[config.mk]
export PLATFORM = sky130hd
export DESIGN_NAME = irq_clear_pending_bank3
export DESIGN_NICKNAME = d
export VERILOG_FILES = /design/src/irq_pending_release_bit_pkg.sv /design/src/pend_clear_gate.sv /design/src/irq_clear_pending_bank3.sv
export VERILOG_INCLUDE_DIRS = /design/src
export SDC_FILE = /design/constraint.sdc
export NUM_CORES = 1
export LEC_CHECK = 0
export BUFFER_PORTS_ARGS = -buffer_cell sky130_fd_sc_hd__buf_2
export CORE_MARGIN = 8
export CORE_UTILIZATION = 34
export DETAILED_ROUTE_END_ITERATION = 8
export PLACE_DENSITY = 0.81
export SLEW_MARGIN = 20
export SYNTH_ARGS = -nofsm -noshare
export SYNTH_HDL_FRONTEND = slang
export SYNTH_SLANG_ARGS = --single-unit
[constraint.sdc]
create_clock -name pclk -period 2 [get_ports pclk]
set_clock_uncertainty 0.2 [all_clocks]
set_input_delay 0.2 -clock pclk [delete_from_list [all_inputs] [get_ports pclk]]
set_output_delay 0.2 -clock pclk [all_outputs]
set_load 0.01 [all_outputs]
[src/irq_pending_release_bit_params.svh]
// Constants of the bank 3 pending-clear register block.
// Assumes inclusion by bare name from package and modules.
`ifndef IRQ_PENDING_RELEASE_BIT_PARAMS_SVH
`define IRQ_PENDING_RELEASE_BIT_PARAMS_SVH

// =====================================================================
// Register map
// =====================================================================
`define PEND_CLR_BANK3_OFFSET  12'h000
`define ADDR_WIDTH             12
`define DATA_WIDTH             32

// =====================================================================
// Field layout
// =====================================================================
`define HI_FIELD_LSB           5'h10
`define HI_FIELD_WIDTH         8
`define HI_FIRST_IRQ           8'h50
`define LO_FIELD_LSB           5'h0A
`define LO_FIELD_WIDTH         4
`define LO_FIRST_IRQ           8'h4A
`define ASSIGNED_MASK          32'h00FF3C00
`define LINE_COUNT             12

`endif

[src/irq_pending_release_bit_pkg.sv]
// Types shared by the bank 3 pending-clear block.
// Assumes the constants header is on the include path.
`include "irq_pending_release_bit_params.svh"

package irq_pending_release_bit_pkg;

    // =================================================================
    // Bus phase states
    // =================================================================
    typedef enum logic [1:0] {
        BUS_IDLE   = 2'b01,
        BUS_ACCESS = 2'b10
    } bus_state_t;

    typedef logic [`LINE_COUNT-1:0] line_vec_t;

    typedef struct packed {
        bus_state_t                 state;
        logic [`DATA_WIDTH-1:0]     rdata;
    } slave_state_t;

endpackage : irq_pending_release_bit_pkg

[src/pend_clear_gate.sv]
// Per-interrupt clear gating: one clear pulse per line.
// Assumes active flags come from the controller's servicing logic.
`timescale 1ns/10ps
`include "irq_pending_release_bit_params.svh"

module pend_clear_gate #(
    parameter int LINES = `LINE_COUNT
) (
    input  wire logic [LINES-1:0] write_ones,
    input  wire logic             write_strobe,
    input  wire logic [LINES-1:0] irq_active,
    output logic      [LINES-1:0] clear_pulse
);

    // =================================================================
    // Gate generation
    // =================================================================
    genvar i;
    generate
        for (i = 0; i < LINES; i++)
        begin : g_line
            // Zero writes and serviced lines give no clear
            assign clear_pulse[i] = write_strobe & write_ones[i]
                                  & ~irq_active[i];
        end
    endgenerate

endmodule : pend_clear_gate

[src/irq_clear_pending_bank3.sv]
// APB slave for the bank 3 pending-clear register.
// Assumes pending and active levels come from the controller core.
//
// Local design decisions: the register addresses and the APB register port.
`timescale 1ns/10ps
`include "irq_pending_release_bit_params.svh"

module irq_clear_pending_bank3 (
    input  wire logic                    pclk,
    input  wire logic                    presetn,
    input  wire logic                    psel,
    input  wire logic                    penable,
    input  wire logic                    pwrite,
    input  wire logic [`ADDR_WIDTH-1:0]  paddr,
    input  wire logic [`DATA_WIDTH-1:0]  pwdata,
    input  wire logic [3:0]              pstrb,
    output logic      [`DATA_WIDTH-1:0]  prdata,
    output logic                         pready,
    output logic                         pslverr,
    input  wire logic [`LINE_COUNT-1:0]  irq_pending,
    input  wire logic [`LINE_COUNT-1:0]  irq_active,
    output logic      [`LINE_COUNT-1:0]  pending_release_bit
);

    // =================================================================
    // Address decode
    // =================================================================
    function automatic logic hit_reg(input logic [`ADDR_WIDTH-1:0] a);
        if (a == `PEND_CLR_BANK3_OFFSET)
            hit_reg = 1'b1;
        else
            hit_reg = 1'b0;
    endfunction : hit_reg

    // =================================================================
    // Field packing between register word and interrupt lines
    // =================================================================
    function automatic irq_pending_release_bit_pkg::line_vec_t unpack_word(
        input logic [`DATA_WIDTH-1:0] w);
        unpack_word = {w[`HI_FIELD_LSB +: `HI_FIELD_WIDTH],
                       w[`LO_FIELD_LSB +: `LO_FIELD_WIDTH]};
    endfunction : unpack_word

    function automatic logic [`DATA_WIDTH-1:0] pack_word(
        input irq_pending_release_bit_pkg::line_vec_t v);
        logic [`DATA_WIDTH-1:0] w;
        w = '0;
        w[`HI_FIELD_LSB +: `HI_FIELD_WIDTH] =
            v[`LINE_COUNT-1 -: `HI_FIELD_WIDTH];
        w[`LO_FIELD_LSB +: `LO_FIELD_WIDTH] = v[`LO_FIELD_WIDTH-1:0];
        pack_word = w;
    endfunction : pack_word

    // =================================================================
    // State
    // =================================================================
    irq_pending_release_bit_pkg::slave_state_t st_ff;
    irq_pending_release_bit_pkg::slave_state_t nxt_st;

    logic access_phase;
    logic wr_take;
    logic lane_ok;
    logic [`DATA_WIDTH-1:0] wr_masked;

    assign access_phase = psel & penable;
    assign lane_ok      = (pstrb[1] & pstrb[2]);
    // Unassigned bits are dropped, so stray ones there do nothing
    assign wr_masked    = pwdata & `ASSIGNED_MASK;
    assign wr_take      = access_phase & pwrite & hit_reg(paddr) & lane_ok;

    pend_clear_gate #(
        .LINES        (`LINE_COUNT)
    ) u_gate (
        .write_ones   (unpack_word(wr_masked)),
        .write_strobe (wr_take),
        .irq_active   (irq_active),
        .clear_pulse  (pending_release_bit)
    );

    // =================================================================
    // Bus sequencing and read data
    // =================================================================
    always_comb
    begin
        nxt_st = st_ff;
        case (st_ff.state)
            irq_pending_release_bit_pkg::BUS_IDLE:
            begin
                if (psel & ~penable)
                begin
                    nxt_st.state = irq_pending_release_bit_pkg::BUS_ACCESS;
                    // Sample the live pending levels for the read
                    if (~pwrite & hit_reg(paddr))
                        nxt_st.rdata = pack_word(irq_pending);
                    else
                        nxt_st.rdata = '0;
                end
            end
            irq_pending_release_bit_pkg::BUS_ACCESS:
            begin
                nxt_st.state = irq_pending_release_bit_pkg::BUS_IDLE;
            end
            default:
            begin
                nxt_st.state = irq_pending_release_bit_pkg::BUS_IDLE;
            end
        endcase
    end

    always_ff @(posedge pclk or negedge presetn)
    begin
        if (!presetn)
        begin
            st_ff.state <= irq_pending_release_bit_pkg::BUS_IDLE;
            st_ff.rdata <= '0;
        end
        else
        begin
            st_ff <= nxt_st;
        end
    end

    assign pready  = 1'b1;
    assign prdata  = st_ff.rdata;
    // Unmapped address, or a write without both pstrb[1] and pstrb[2] set, reports an error
    assign pslverr = access_phase & (~hit_reg(paddr)
                   | (pwrite & ~lane_ok));

endmodule : irq_clear_pending_bank3

==> results.json <==
{
  "io_buffers": 79,
  "crit_path_end_kind": "output pin",
  "cp_cell_sequence": "buf_2 -> nor4_2 -> nand3_2 -> buf_4 -> nor4b_1 -> buf_2",
  "cts_resized": 0,
  "cts_root_buffer": "clkbuf_4",
  "via_count": 1002,
  "drive_gt1_frac": 0.523,
  "dpl_worst_slack_ns": 0.140,
  "final_common_cell": "buf_2",
  "yosys_warnings": 0,
  "crit_start": "paddr[6]",
  "cts_tree": "yes",
  "grt.busiest_layer": "met2",
  "clk_latency_ns": 0.27,
  "hold_viol": 0,
  "ys_types": 20,
  "critPathBufInv": 3,
  "grt_first_pass_wirelength_um": 5360,
  "fillerInstances": 316,
  "r2r_slack_ns": 0.62,
  "reg2regPathDepth": 4,
  "setup_tns_ns": 0,
  "htree_levels": 1,
  "ys_seq_area_frac": 0.327,
  "status": "completed",
  "cts.sinks": 14,
  "grt_use_met1": 0.127,
  "cp.arrival_ns": 1.42,
  "initial_utilization": 0.355,
  "power.leakage_uw": 0.000783,
  "grtUsageMet3": 0.0193,
  "fp.dieH_um": 72.2,
  "crit_cells": 6,
  "cpLargestDelayFamily": "simple AND/OR/NAND/NOR gates",
  "cts_buffer_depth": 2,
  "syn_avg_cell_area_um2": 9.51,
  "critPathLaunchType": "input pin",
  "critPathRequiredTime_ns": 1.60,
  "period_needed_ns": 1.82,
  "clk_pin_slew_ns": 0.08,
  "rsz0062_at_grt": "no",
  "placed_cell_area_um2": 1360,
  "grt_usage": 0.129,
  "grt_pass1_vias": 1138,
  "path_max_fanout": 14,
  "fmax_mhz": 548,
  "worstSetupPathType": "input pin to output pin",
  "ys_ff_latch": 14,
  "met2_usage": 0.260,
  "slowest_stage": "nor4b_1",
  "r2r_start": "st_ff[32]",
  "coreArea_um2": 3030,
  "die-area_um2": 5220,
  "syn_area_um2": 1070,
  "syn_inst": 113,
  "max-cap-violations": 0,
  "slew_viol_final": 0,
  "gp_congestion": 0.752,
  "cts_setup_buffers": 0,
  "setup_viol": 0,
  "drt_iter0_markers": 38,
  "p_total_uw": 622,
  "hp-class": "input pin to async pin",
  "nets": 273,
  "syn_to_final_growth_pct": 42.1,
  "wl_um": 3320,
  "fin_crit_sh": 0.912,
  "ios": 123,
  "hpwl_um": 2750,
  "antenna_found_initial": 0,
  "cp-endpoint": "pending_release_bit[2]",
  "grt-ovfl-total": 0,
  "drc_errors": 0,
  "cts_hold_buf": 13,
  "vias_per_cell": 4.19,
  "ir_worst_vdd_v": 0.000126,
  "final_cell_mix": "buf_2, conb_1, dlygate4sd3_1, dfrtp_1",
  "slowest_delay_ns": 0.31,
  "grt_max_degree": 15,
  "setup_slack_ns": 0.175,
  "final_area_um2": 1530,
  "rows": 20,
  "firstDrtPassIters": 3,
  "power_density_nw_per_um2": 407,
  "drtAntennaViolNets": 0,
  "num_antenna_cells": 0,
  "cpMostUsedCell": "buf_2",
  "numCtsBuffers": 3,
  "r2r-end": "prdata[18]",
  "fin_hold_ws_ns": 0.154,
  "drt-wirelength-per-cell_um": 13.9,
  "die_w_um": 72.2
}
-- worst min path at each step --
stage	end	cells after the start
floorplan	prdata[10]	0
global placement	prdata[20]	1
detailed placement	prdata[20]	1
CTS	prdata[20]	2
global route	prdata[11]	2
finish	prdata[10]	2
-- cell type report --
class / count / area, um2 / share of cell area
tap: 44 / 55.1 / 0.0360
clock buffer: 4 / 36.3 / 0.0238
sequential: 14 / 352 / 0.230
inverter: 1 / 3.75 / 0.00246
timing repair buffer: 98 / 571 / 0.373
multi-input combinational: 78 / 510 / 0.334
-- metrics by stage --
step	cells	utilization
2_1_floorplan	132	-
3_3_place_gp	222	0.450
3_5_place_dp	222	0.450
4_1_cts	239	0.505
5_1_grt	239	0.505
6_report	239	0.505
-- registers in the layout, indices dropped and copies added (netlist names) --
signal  count
prdata     12
st_ff       2
-- logic make-up (layout without fill, tap and decap cells) --
kind of cell,after synthesis,in the layout,share of synthesized area
buf+inv,40,103,0.264
other cells,2,21,0.00699
simple gates,43,43,0.329
flops,14,14,0.327
compound gates,14,14,0.0722
-- synth_stat cells --
cell type	number	area, um2
clkbuf_1	3	11.3
dfstp_2	1	26.3
nor4b_1	5	43.8
buf_4	33	248
nand4bb_1	1	11.3
buf_2	2	10.0
buf_6	1	11.3
nand2_1	12	45.0
o211a_1	1	10.0
nand3_1	1	5.00
a21boi_0	1	7.51
nand3_2	1	10.0
dfrtp_1	13	325
and3_1	1	6.26
nor4_2	3	37.5
nand3b_1	12	90.1
nor4b_2	7	105
inv_2	1	3.75
o21ai_1	12	60.1
conb_1	2	7.51
-- where the power goes --
part	leakage, uW	switching, uW	total [uW]	internal [uW]
registers	0.000192	0.502	287	286
clock network	0.0000210	87.5	198	111
logic	0.000570	66.0	137	71.2
-- worst register-to-register path: stages, from the launching register on --
cell and delay, ns:
dfstp_2 0.52, nand4bb_1 0.13, inv_2 0.22, nand3b_1 0.10, o21ai_1 0.13
-- metal layers --
metal	vias up	wire length (um)
li1	503	-
met1	472	1200
met2	25	1960
met3	2	139
met4	0	24
met5	-	0
(Power assumes the default switching activity.)
